--- config.mk ---
export PLATFORM = sky130hd
export DESIGN_NAME = rocc_top
export DESIGN_NICKNAME = d
export VERILOG_FILES = /design/src/hdl/rocc_ring_div.v /design/src/hdl/rocc_sync.v /design/src/hdl/rocc_top.v
export VERILOG_INCLUDE_DIRS = /design/src /design/src/hdl
export SDC_FILE = /design/constraint.sdc
export NUM_CORES = 1
export LEC_CHECK = 0
export ABC_AREA = 1
export ABC_CLOCK_PERIOD_IN_PS = 1510
export BUFFER_PORTS_ARGS = -buffer_cell sky130_fd_sc_hd__clkbuf_2
export CORE_ASPECT_RATIO = 0.9
export CORE_MARGIN = 1
export CORE_UTILIZATION = 46
export CTS_CLUSTER_DIAMETER = 40
export DETAILED_ROUTE_END_ITERATION = 7
export MAX_ROUTING_LAYER = met4
export PLACE_DENSITY = 0.72
export SETUP_SLACK_MARGIN = 0.2
export SLEW_MARGIN = 10
export SYNTH_ARGS = -nofsm -noshare
export SYNTH_HDL_FRONTEND = slang
export SYNTH_SLANG_ARGS = --single-unit
--- constraint.sdc ---
create_clock -name clk_i -period 1.51 [get_ports clk_i]
set_input_delay 0.302 -clock clk_i [delete_from_list [all_inputs] [get_ports clk_i]]
set_output_delay 0.302 -clock clk_i [all_outputs]
set_load 0.005 [all_outputs]
--- src/hdl/rocc_defs.vh ---
`ifndef ROCC_DEFS_VH
`define ROCC_DEFS_VH
// register byte offsets
`define ROCC_OFS_RING      8'h00
`define ROCC_OFS_XTAL      8'h04
`define ROCC_OFS_PLL       8'h08
`define ROCC_OFS_PLLDIV    8'h0C
`define ROCC_OFS_PROCMON   8'hF0
// ring oscillator register fields
`define ROCC_DIV_LSB       0
`define ROCC_DIV_MSB       5
`define ROCC_TRIM_LSB      16
`define ROCC_TRIM_MSB      20
`define ROCC_EN_BIT        30
`define ROCC_RDY_BIT       31
`define ROCC_DIV_RST       6'h04
`define ROCC_TRIM_RST      5'h10
// crystal oscillator register fields
`define ROCC_XEN_BIT       30
`define ROCC_XRDY_BIT      31
// pll register fields and resets
`define ROCC_PLLR_MSB      2
`define ROCC_PLLF_LSB      4
`define ROCC_PLLF_MSB      9
`define ROCC_PLLQ_LSB      10
`define ROCC_PLLQ_MSB      11
`define ROCC_PSEL_BIT      16
`define ROCC_PREF_BIT      17
`define ROCC_PBYP_BIT      18
`define ROCC_LOCK_BIT      31
`define ROCC_PLLR_RST      3'h1
`define ROCC_PLLF_RST      6'h1F
`define ROCC_PLLQ_RST      2'h3
// final divider and process monitor
`define ROCC_ODIV_MSB      5
`define ROCC_ODIV_RST      6'h00
`define ROCC_PMON_RST      32'h0000_0000
// cycles from enable until the ring reports ready
`define ROCC_RDY_CYCLES    8'h10
`endif

--- src/hdl/rocc_ring_div.v ---
`timescale 1ns/1ns
`include "rocc_defs.vh"
// integer divider: one output tick every (ratio+1) input ticks
module rocc_ring_div
#(
  parameter W = 6
)
(
  input  wire         clk_i,
  input  wire         rst_i,
  input  wire         run_i,
  input  wire [W-1:0] ratio_i,
  output reg          tick_o
);
  reg [W-1:0] cnt_q;

  // a new ratio is compared at once; a count already at or above it wraps on the next cycle
  always @(posedge clk_i)
  begin
    if (rst_i || !run_i)
    begin
      cnt_q  <= {W{1'b0}};
      tick_o <= 1'b0;
    end
    else if (cnt_q >= ratio_i)
    begin
      cnt_q  <= {W{1'b0}};
      tick_o <= 1'b1;
    end
    else
    begin
      cnt_q  <= cnt_q + {{(W-1){1'b0}}, 1'b1};
      tick_o <= 1'b0;
    end
  end
endmodule // rocc_ring_div

--- src/hdl/rocc_sync.v ---
`timescale 1ns/1ns
// two flip-flop synchroniser for a level from another domain
module rocc_sync
(
  input  wire clk_i,
  input  wire rst_i,
  input  wire d_i,
  output wire q_o
);
  reg meta_q;
  reg sync_q;

  // first stage feeds only the second
  always @(posedge clk_i)
  begin
    if (rst_i)
    begin
      meta_q <= 1'b0;
      sync_q <= 1'b0;
    end
    else
    begin
      meta_q <= d_i;
      sync_q <= meta_q;
    end
  end

  assign q_o = sync_q;
endmodule // rocc_sync

--- src/hdl/rocc_top.v ---
// Overview of operation
// - fast clock from pll, ring, or crystal
// - bus shares the core clock
// - rtc picks external or internal slow oscillator
// - registers meant for machine-privilege access only
// - decode offsets 00, 04, 08, 0C, F0
// - ring oscillator drives core after reset
// - five-bit trim picks delay-chain tap
// - ring output divided by field plus one
// - divider writable at any time
// - reset loads trim 16, divider 4
// - trim writable at any time
// - enable bit stops and restarts ring
// - every reset sets enable back to one
// - ready bit shows ring usable
// - pll select routes pll to fast clock
`timescale 1ns/1ns
`include "rocc_defs.vh"
module rocc_top
(
  input  wire        clk_i,
  input  wire        rst_i,
  // apb slave
  input  wire        psel_i,
  input  wire        penable_i,
  input  wire        pwrite_i,
  input  wire [7:0]  paddr_i,
  input  wire [31:0] pwdata_i,
  input  wire        pprot_i,
  output reg  [31:0] prdata_o,
  output reg         pready_o,
  output reg         pslverr_o,
  // status pins from analog blocks
  input  wire        xtal_rdy_i,
  input  wire        pll_lock_i,
  input  wire        rtc_ext_sel_i,
  // analog controls
  output reg  [4:0]  ring_trim_o,
  output reg         ring_en_o,
  output reg  [5:0]  ring_div_o,
  output reg         ring_tick_o,
  output reg         ring_rdy_o,
  output reg         xtal_en_o,
  output reg  [2:0]  pll_r_o,
  output reg  [5:0]  pll_f_o,
  output reg  [1:0]  pll_q_o,
  output reg         pll_ref_sel_o,
  output reg         pll_bypass_o,
  output reg  [5:0]  pll_out_div_o,
  output reg         fast_src_pll_o,
  output reg         core_src_ring_o,
  output reg         rtc_src_ext_o,
  output reg  [31:0] procmon_o
);
  // ************************************************************
  // synchronised status inputs
  // ************************************************************
  wire xtal_rdy_s;
  wire pll_lock_s;
  wire rtc_ext_s;

  // each analog status level passes two flops before any logic reads it
  rocc_sync u_sync_xtal
  (
    .clk_i (clk_i),
    .rst_i (rst_i),
    .d_i   (xtal_rdy_i),
    .q_o   (xtal_rdy_s)
  );

  rocc_sync u_sync_lock
  (
    .clk_i (clk_i),
    .rst_i (rst_i),
    .d_i   (pll_lock_i),
    .q_o   (pll_lock_s)
  );

  rocc_sync u_sync_rtc
  (
    .clk_i (clk_i),
    .rst_i (rst_i),
    .d_i   (rtc_ext_sel_i),
    .q_o   (rtc_ext_s)
  );

  // ************************************************************
  // apb access decode
  // ************************************************************
  // address decode and the write strobe of the register bus
  wire       acc      = psel_i && penable_i;
  wire       priv_ok  = pprot_i;
  wire       hit_ring = (paddr_i == `ROCC_OFS_RING);
  wire       hit_xtal = (paddr_i == `ROCC_OFS_XTAL);
  wire       hit_pll  = (paddr_i == `ROCC_OFS_PLL);
  wire       hit_odiv = (paddr_i == `ROCC_OFS_PLLDIV);
  wire       hit_pmon = (paddr_i == `ROCC_OFS_PROCMON);
  wire       hit_any  = hit_ring | hit_xtal | hit_pll | hit_odiv | hit_pmon;
  wire       wr_ok    = acc && pwrite_i && priv_ok && pready_o;  // lands with the answer

  // start-up counter and ready flag of the ring
  reg  [7:0] rdy_cnt_q;
  reg        rdy_q;

  // ************************************************************
  // control registers
  // ************************************************************
  // ring oscillator fields; every reset restores a running ring
  always @(posedge clk_i)
  begin
    if (rst_i)
    begin
      ring_div_o  <= `ROCC_DIV_RST;
      ring_trim_o <= `ROCC_TRIM_RST;
      ring_en_o   <= 1'b1;
    end
    else if (wr_ok && hit_ring)
    begin
      ring_div_o  <= pwdata_i[`ROCC_DIV_MSB:`ROCC_DIV_LSB];
      ring_trim_o <= pwdata_i[`ROCC_TRIM_MSB:`ROCC_TRIM_LSB];
      ring_en_o   <= pwdata_i[`ROCC_EN_BIT];
    end
  end

  // crystal enable; the crystal itself lives outside this block
  always @(posedge clk_i)
  begin
    if (rst_i)
      xtal_en_o <= 1'b1;
    else if (wr_ok && hit_xtal)
      xtal_en_o <= pwdata_i[`ROCC_XEN_BIT];
  end

  // pll controls; select stays clear after reset so the ring keeps the core
  always @(posedge clk_i)
  begin
    if (rst_i)
    begin
      pll_r_o        <= `ROCC_PLLR_RST;
      pll_f_o        <= `ROCC_PLLF_RST;
      pll_q_o        <= `ROCC_PLLQ_RST;
      pll_ref_sel_o  <= 1'b1;
      pll_bypass_o   <= 1'b1;
      fast_src_pll_o <= 1'b0;
    end
    else if (wr_ok && hit_pll)
    begin
      pll_r_o        <= pwdata_i[`ROCC_PLLR_MSB:0];
      pll_f_o        <= pwdata_i[`ROCC_PLLF_MSB:`ROCC_PLLF_LSB];
      pll_q_o        <= pwdata_i[`ROCC_PLLQ_MSB:`ROCC_PLLQ_LSB];
      fast_src_pll_o <= pwdata_i[`ROCC_PSEL_BIT];
      pll_ref_sel_o  <= pwdata_i[`ROCC_PREF_BIT];
      pll_bypass_o   <= pwdata_i[`ROCC_PBYP_BIT];
    end
  end

  // final divider of the pll output
  always @(posedge clk_i)
  begin
    if (rst_i)
      pll_out_div_o <= `ROCC_ODIV_RST;
    else if (wr_ok && hit_odiv)
      pll_out_div_o <= pwdata_i[`ROCC_ODIV_MSB:0];
  end

  // process monitor word, plain storage
  always @(posedge clk_i)
  begin
    if (rst_i)
      procmon_o <= `ROCC_PMON_RST;
    else if (wr_ok && hit_pmon)
      procmon_o <= pwdata_i;
  end

  // ************************************************************
  // ring start-up model and ready flag
  // ************************************************************
  // ready only after a fixed start-up time, dropped as soon as disabled
  always @(posedge clk_i)
  begin
    if (rst_i)
    begin
      rdy_cnt_q <= 8'h00;
      rdy_q     <= 1'b0;
    end
    else if (!ring_en_o)
    begin
      rdy_cnt_q <= 8'h00;
      rdy_q     <= 1'b0;
    end
    else if (rdy_cnt_q == `ROCC_RDY_CYCLES)
      rdy_q <= 1'b1;
    else
      rdy_cnt_q <= rdy_cnt_q + 8'h01;
  end

  // ************************************************************
  // divided ring clock enable tick
  // ************************************************************
  wire tick_w;

  // divider width follows the field, so counter and field always agree
  localparam DIV_W = `ROCC_DIV_MSB - `ROCC_DIV_LSB + 1;

  // one tick per divide period while the ring is ready
  rocc_ring_div #(.W(DIV_W)) u_div
  (
    .clk_i   (clk_i),
    .rst_i   (rst_i),
    .run_i   (rdy_q),
    .ratio_i (ring_div_o),
    .tick_o  (tick_w)
  );

  // ************************************************************
  // source selection outputs
  // ************************************************************
  // registered copies of the selects, so every output leaves a flop
  always @(posedge clk_i)
  begin
    if (rst_i)
    begin
      ring_tick_o     <= 1'b0;
      ring_rdy_o      <= 1'b0;
      core_src_ring_o <= 1'b1;
      rtc_src_ext_o   <= 1'b0;
    end
    else
    begin
      ring_tick_o     <= tick_w;
      ring_rdy_o      <= rdy_q;
      core_src_ring_o <= !fast_src_pll_o;
      rtc_src_ext_o   <= rtc_ext_s;
    end
  end

  // ************************************************************
  // apb read data and handshake
  // ************************************************************
  reg [31:0] rd_d;

  // read mux; reserved bits stay zero
  always @*
  begin
    rd_d = 32'h0000_0000;
    if (hit_ring)
    begin
      rd_d[`ROCC_DIV_MSB:`ROCC_DIV_LSB]   = ring_div_o;
      rd_d[`ROCC_TRIM_MSB:`ROCC_TRIM_LSB] = ring_trim_o;
      rd_d[`ROCC_EN_BIT]                  = ring_en_o;
      rd_d[`ROCC_RDY_BIT]                 = rdy_q;
    end
    if (hit_xtal)
    begin
      rd_d[`ROCC_XEN_BIT]  = xtal_en_o;
      rd_d[`ROCC_XRDY_BIT] = xtal_rdy_s & xtal_en_o;
    end
    if (hit_pll)
    begin
      rd_d[`ROCC_PLLR_MSB:0]              = pll_r_o;
      rd_d[`ROCC_PLLF_MSB:`ROCC_PLLF_LSB] = pll_f_o;
      rd_d[`ROCC_PLLQ_MSB:`ROCC_PLLQ_LSB] = pll_q_o;
      rd_d[`ROCC_PSEL_BIT]                = fast_src_pll_o;
      rd_d[`ROCC_PREF_BIT]                = pll_ref_sel_o;
      rd_d[`ROCC_PBYP_BIT]                = pll_bypass_o;
      rd_d[`ROCC_LOCK_BIT]                = pll_lock_s;
    end
    if (hit_odiv)
      rd_d[`ROCC_ODIV_MSB:0] = pll_out_div_o;
    if (hit_pmon)
      rd_d = procmon_o;
  end

  // one wait state: pready rises the cycle after penable
  always @(posedge clk_i)
  begin
    if (rst_i)
    begin
      pready_o  <= 1'b0;
      pslverr_o <= 1'b0;
    end
    else if (acc && !pready_o)
    begin
      pready_o  <= 1'b1;
      pslverr_o <= !hit_any || !priv_ok;
    end
    else
    begin
      pready_o  <= 1'b0;
      pslverr_o <= 1'b0;
    end
  end

  // read data is captured once per access and then held
  always @(posedge clk_i)
  begin
    if (rst_i)
      prdata_o <= 32'h0000_0000;
    else if (acc && !pready_o)
      prdata_o <= (!pwrite_i && priv_ok) ? rd_d : 32'h0000_0000;
  end
endmodule // rocc_top

# Word level (Yosys, flattened, before mapping)
# Cells that the tools add are included.
dict set report word_totals {
  register_bits 125
  inputBits 49
}
dict set report classes {
  n_addsub 2
  n_lt_le_gt_ge 1
  eq_ne 5
  mux 13
  bitwise 7
  n_reduce_logical 23
}
# op count
set ops {}
lappend ops {{32-bit two-way mux} 2}
lappend ops {{8-bit by 4-bit equality test with 1-bit output, second input constant} 2}
lappend ops {{6-bit two-way mux} 2}
lappend ops {{1-bit logical AND} 11}
lappend ops {{8-bit by 1-bit adder with 8-bit output, second input constant} 1}
lappend ops {{8-bit by 3-bit equality test with 1-bit output, second input constant} 1}
lappend ops {{8-bit by 5-bit equality test with 1-bit output, second input constant} 1}
lappend ops {{8-bit equality test, second input constant} 1}
lappend ops {{8-bit zero test} 1}
lappend ops {{8-bit two-way mux} 1}
lappend ops {{6-bit by 1-bit adder with 6-bit output, second input constant} 1}
lappend ops {{6-bit greater-or-equal comparator} 1}
lappend ops {{1-bit zero test} 6}
lappend ops {{3-bit two-way mux} 2}
lappend ops {{2-bit OR reduction} 3}
lappend ops {{5-bit two-way mux} 1}
lappend ops {{2-bit two-way mux} 2}
lappend ops {{1-bit bitwise OR} 4}
lappend ops {{1-bit two-way mux} 3}
lappend ops {{1-bit logical OR} 2}
lappend ops {{1-bit NOT} 2}
lappend ops {{1-bit AND} 1}

# Logic depth before layout (Yosys ltp)
dict set report logic_depth {
  ltp_word 7
  ltp_mapped 10
}

# Cells and area by module
# From an unflattened synthesis, not the netlist that was laid out.
dict set report hier_totals {
  hier_cells 671
  area_unflattened_um2 5181.2
}
# mod instances cells_each area_each_um2 seq_area_each_um2
set modules_own_cells {}
lappend modules_own_cells {rocc_top 1 595 4586.9 2242.2}
lappend modules_own_cells {rocc_ring_div 1 58 429.2 140.1}
lappend modules_own_cells {rocc_sync 3 6 55.1 40.0}

# Worst setup path after synthesis
# OpenSTA, ideal clock, no wires.
dict set report synth_timing {
  kind {register to register}
  start {register ring_div_o[5]}
  end {register u_div.cnt_q[0]}
  setup_ns 0.120
  arrival_time_ns 1.332
  required_ns 1.390
  setup_slack_ns 0.058
  stages_incl_launch_ff 7
  n_path_buf 0
  cell_sequence {dfxtp_1 inv_1 ha_1 nand2_1 or3_1 nand4_1 nor2_1}
}
dict set report synth_via {
  elab_chain_len 2
}
# item line
set synth_rtl {}
lappend synth_rtl {{start, declared} rocc_top.v:40} ;# output reg [5:0] ring_div_o,
lappend synth_rtl {{start signal, assigned} rocc_top.v:113} ;# ring_div_o <= `ROCC_DIV_RST;
lappend synth_rtl {{start signal, assigned} rocc_top.v:119} ;# ring_div_o <= pwdata_i[`ROCC_DIV_MSB:`ROCC_DIV_LSB];
lappend synth_rtl {{6-bit greater-or-equal comparator} rocc_ring_div.v:25} ;# else if (cnt_q >= ratio_i)
lappend synth_rtl {{2-bit OR reduction (no source line)} n/a}
lappend synth_rtl {{end signal, assigned} rocc_ring_div.v:22} ;# cnt_q <= {W{1'b0}};
lappend synth_rtl {{end signal, assigned} rocc_ring_div.v:27} ;# cnt_q <= {W{1'b0}};
lappend synth_rtl {{end signal, assigned} rocc_ring_div.v:32} ;# cnt_q <= cnt_q + {{(W-1){1'b0}}, 1'b1};
lappend synth_rtl {{end, declared} rocc_ring_div.v:15} ;# reg [W-1:0] cnt_q;
# No other way between the ends.
# A chain may end at the register's enable or synchronous reset.

# Worst setup path in the final report
dict set report layout_timing {
  start {register ring_div_o[1]}
  end {register u_div.cnt_q[0]}
}
# Same word-level chain as after synthesis.

==> run summary <==
Grt total ovfl -> 0
Cell family with most CP delay -> simple AND/OR/NAND/NOR gates
Total negative setup slack -> 0 ns
Final setup vio count -> 0
Clock skew -> 0.007205 ns
Cell area after layout -> 7572 um2
Psw -> 1.763 mW
Share of flip-flops with an asynchronous set or reset -> 0
Core area -> 10,860 um2
Root Buffer -> clkbuf_16
CP cell instances -> inv_2, ha_4, nand2_2, or3_4, nand4_1, buf_6, nor2_1
Synth area leaders -> dfxtp_1, nand2_1, nor2_1
EDFF count, synth -> 0
Tot GR Track Use -> 0.2827
CTS hold repair buffers -> 0
Clock Pin Slew Worst Setup and Hold Paths -> 0.06 ns
DIE AREA -> 11,640 um2
Yosys warning count -> 0
Int Pwr -> 5.616 mW
Fin Hold WS -> 0.06816 ns
Setup ws final -> 0.03441 ns
Slew Viols, Final -> 0
Row count -> 36
Post-route ant nets -> 0
Final Cycle Share -> 0.9772
Initial Utilization -> 0.4752
CP peak stage delay -> 0.39 ns
Worst EP arrival -> 1.79 ns
Critical Path Fanout Max -> 6
Sequential share of the synthesized area -> 0.4851
DR DRC count -> 0
Clock Path Buffers -> 2
Worst Hold Class -> in2reg
CP startpoint kind -> flip-flop
Antenna cell count -> 0
Post-synth top area share -> 0.4851
Port-buffer cells -> 151
Pwr dens -> 974.4 nW/um2
Commonest non-fill, non-tap cell in the layout -> clkbuf_2
Die height -> 102.5 um
Status -> finished, final reports clean
DP Area -> 6367 um2
RSZ-0062 raised after global routing -> yes
Worst setup path class -> reg2reg
Antenna violations before repair -> 0
Syn Std Cell Area -> 5159 um2
Sw frac -> 0.2389
DR vias/cell -> 5.275
IO Count -> 152
Worst-skew pair later-pin latency -> 0.42 ns
1st-iter DRT viols -> 497
Avg Cell Area, Syn -> 7.700 um2
CP required -> 1.83 ns
First-pass GRT wire length -> 24.26 mm
Slew @ Worst Pin -> 0.3438 ns
Synth Register Bits -> 125
Sink Count -> 125
Clock network fraction of total power -> 0.506
Comb power frac -> 0.043
Number of buffers created by CTS -> 17
Max_cap viols -> 0
P_leak -> 3.616 nW
Worst Setup End Kind -> flip-flop
Syn nets -> 728
CTS tree -> yes
Vias in the first global route -> 4,870
Fin nets -> 931
Drt total wl -> 16.64 mm
Post-synth top flop -> dfxtp_1
Commonest cells after routing, fill and taps aside -> clkbuf_2, dfxtp_1, nand2_1, nor2_1, inv_1
Largest net degree at the start of global routing -> 30
Clock period minus worst slack -> 1.476 ns
Worst slack, placed -> -0.03766 ns
Crit-path slowest cell -> or3_4
H-tree Lvls -> 4
Synth area leader -> dfxtp_1
Max_slew headroom -> 0.7684
Peak supply drop -> 0.0008294 V
Routed len/inst -> 16.03 um
FMAX -> 0.6777 GHz
Synth unique cells -> 37
Sum of buffers and inverters on the critical path -> 2
Total number of vias -> 5,475
Gate Count Post-Synth -> 670
Area Overhead vs Synth -> 46.79%
Share of layout cells above drive strength 1 -> 0.3894
Flop pwr share -> 0.451
Final Util -> 0.6976
Chip width -> 113.6 um
DP Wirelength -> 10.64 mm
First-pass DRT Iterations -> 7
GPL Wtd Cong -> 0.9175
Final hold viol count -> 0
==> state kept, by name, summed over array words and instances (netlist names), 3 cells and up <==
register       cells
procmon_o         32
prdata_o          32
pll_out_div_o      6
u_div.cnt_q        6
rdy_cnt_q          8
pll_r_o            3
ring_div_o         6
pll_f_o            6
ring_trim_o        5
==> synth_stat cells, types with 3 or more instances <==
cell,instances
o21ai_0,57
nor2_4,5
nor3_1,23
ha_1,9
a22oi_1,13
nand2_2,3
clkbuf_1,16
xnor2_1,3
nor2_1,90
o211ai_1,6
inv_1,66
buf_4,5
nand3_1,42
xor2_1,5
a21oi_1,48
nand2_1,114
nor2_2,6
dfxtp_1,125
buf_2,10
==> routing by layer <==
metal / share of wire / global-route usage / vias up
li1: - / - / 2594
met1: 0.41 / 0.3437 / 2570
met2: 0.48 / 0.4489 / 274
met3: 0.080 / 0.06406 / 37
met4: 0.024 / 0.1296 / 0
met5: 0 / - / -
==> power by group through the flow <==
stage / clock network [mW] / registers [mW] / logic [mW]
floorplan: 0 / 3.40 / 0.132
global route: 3.91 / 3.33 / 0.341
finish: 3.73 / 3.33 / 0.314
detailed placement: 0 / 3.40 / 0.290
CTS: 3.74 / 3.33 / 0.294
global placement: 0 / 3.40 / 0.282
==> logic make-up (layout without fill, tap and decap cells) <==
kind of cell,after synthesis,count (layout),share of synthesized area
xor+xnor,8,8,0.01358
fa+ha+maj,9,9,0.02183
simple gates,295,295,0.2576
compound gates,131,131,0.1395
buf+inv,102,318,0.08247
flops,125,125,0.4851
==> cell type report <==
class	instances	area, um2
repair inverters	1	11.26
repair buffers	215	1538
clock buffers	19	452.9
inverters	70	271.5
well taps	152	190.2
flip-flops and latches	125	2522
fillers	822	3283
multi-input cells	443	2494
clock inverters	13	92.59
==> through the flow <==
| step | instances | power (mW) |
|---|---|---|
| after floorplan | 670 | 3.530 |
| after global placement | 978 | 3.682 |
| after detailed placement | 978 | 3.690 |
| after CTS | 1021 | 7.362 |
| after global routing | 1038 | 7.582 |
| final | 1038 | 7.379 |
==> tightest hold or removal path, stage by stage <==
cell	delay, ns
clkbuf_2	0.08
inv_1	0.04
nor2_1	0.03
==> repair_timing <==
item / in CTS / in global routing
resized for setup: 19 / 85
cloned: 2 / 5
pin swaps: 11 / 29
setup buffers: 9 / 12
setup endpoints to repair: 59 / 62
==> worst paths after layout <==
kind	from	endpoint	slack, ns	cells past startpoint
worst max-delay path	ring_div_o[1]$_SDFFE_PP0P_	u_div.cnt_q[0]$_SDFF_PP0_	0.03	7
worst min-delay path	pll_lock_i	u_sync_lock.meta_q$_SDFF_PP0_	0.07	3
worst max register to register	ring_div_o[1]$_SDFFE_PP0P_	u_div.cnt_q[0]$_SDFF_PP0_	0.03	7
worst min register to register	u_sync_lock.meta_q$_SDFF_PP0_	u_sync_lock.q_o$_SDFF_PP0_	0.40	2
(Power assumes the default switching activity.)
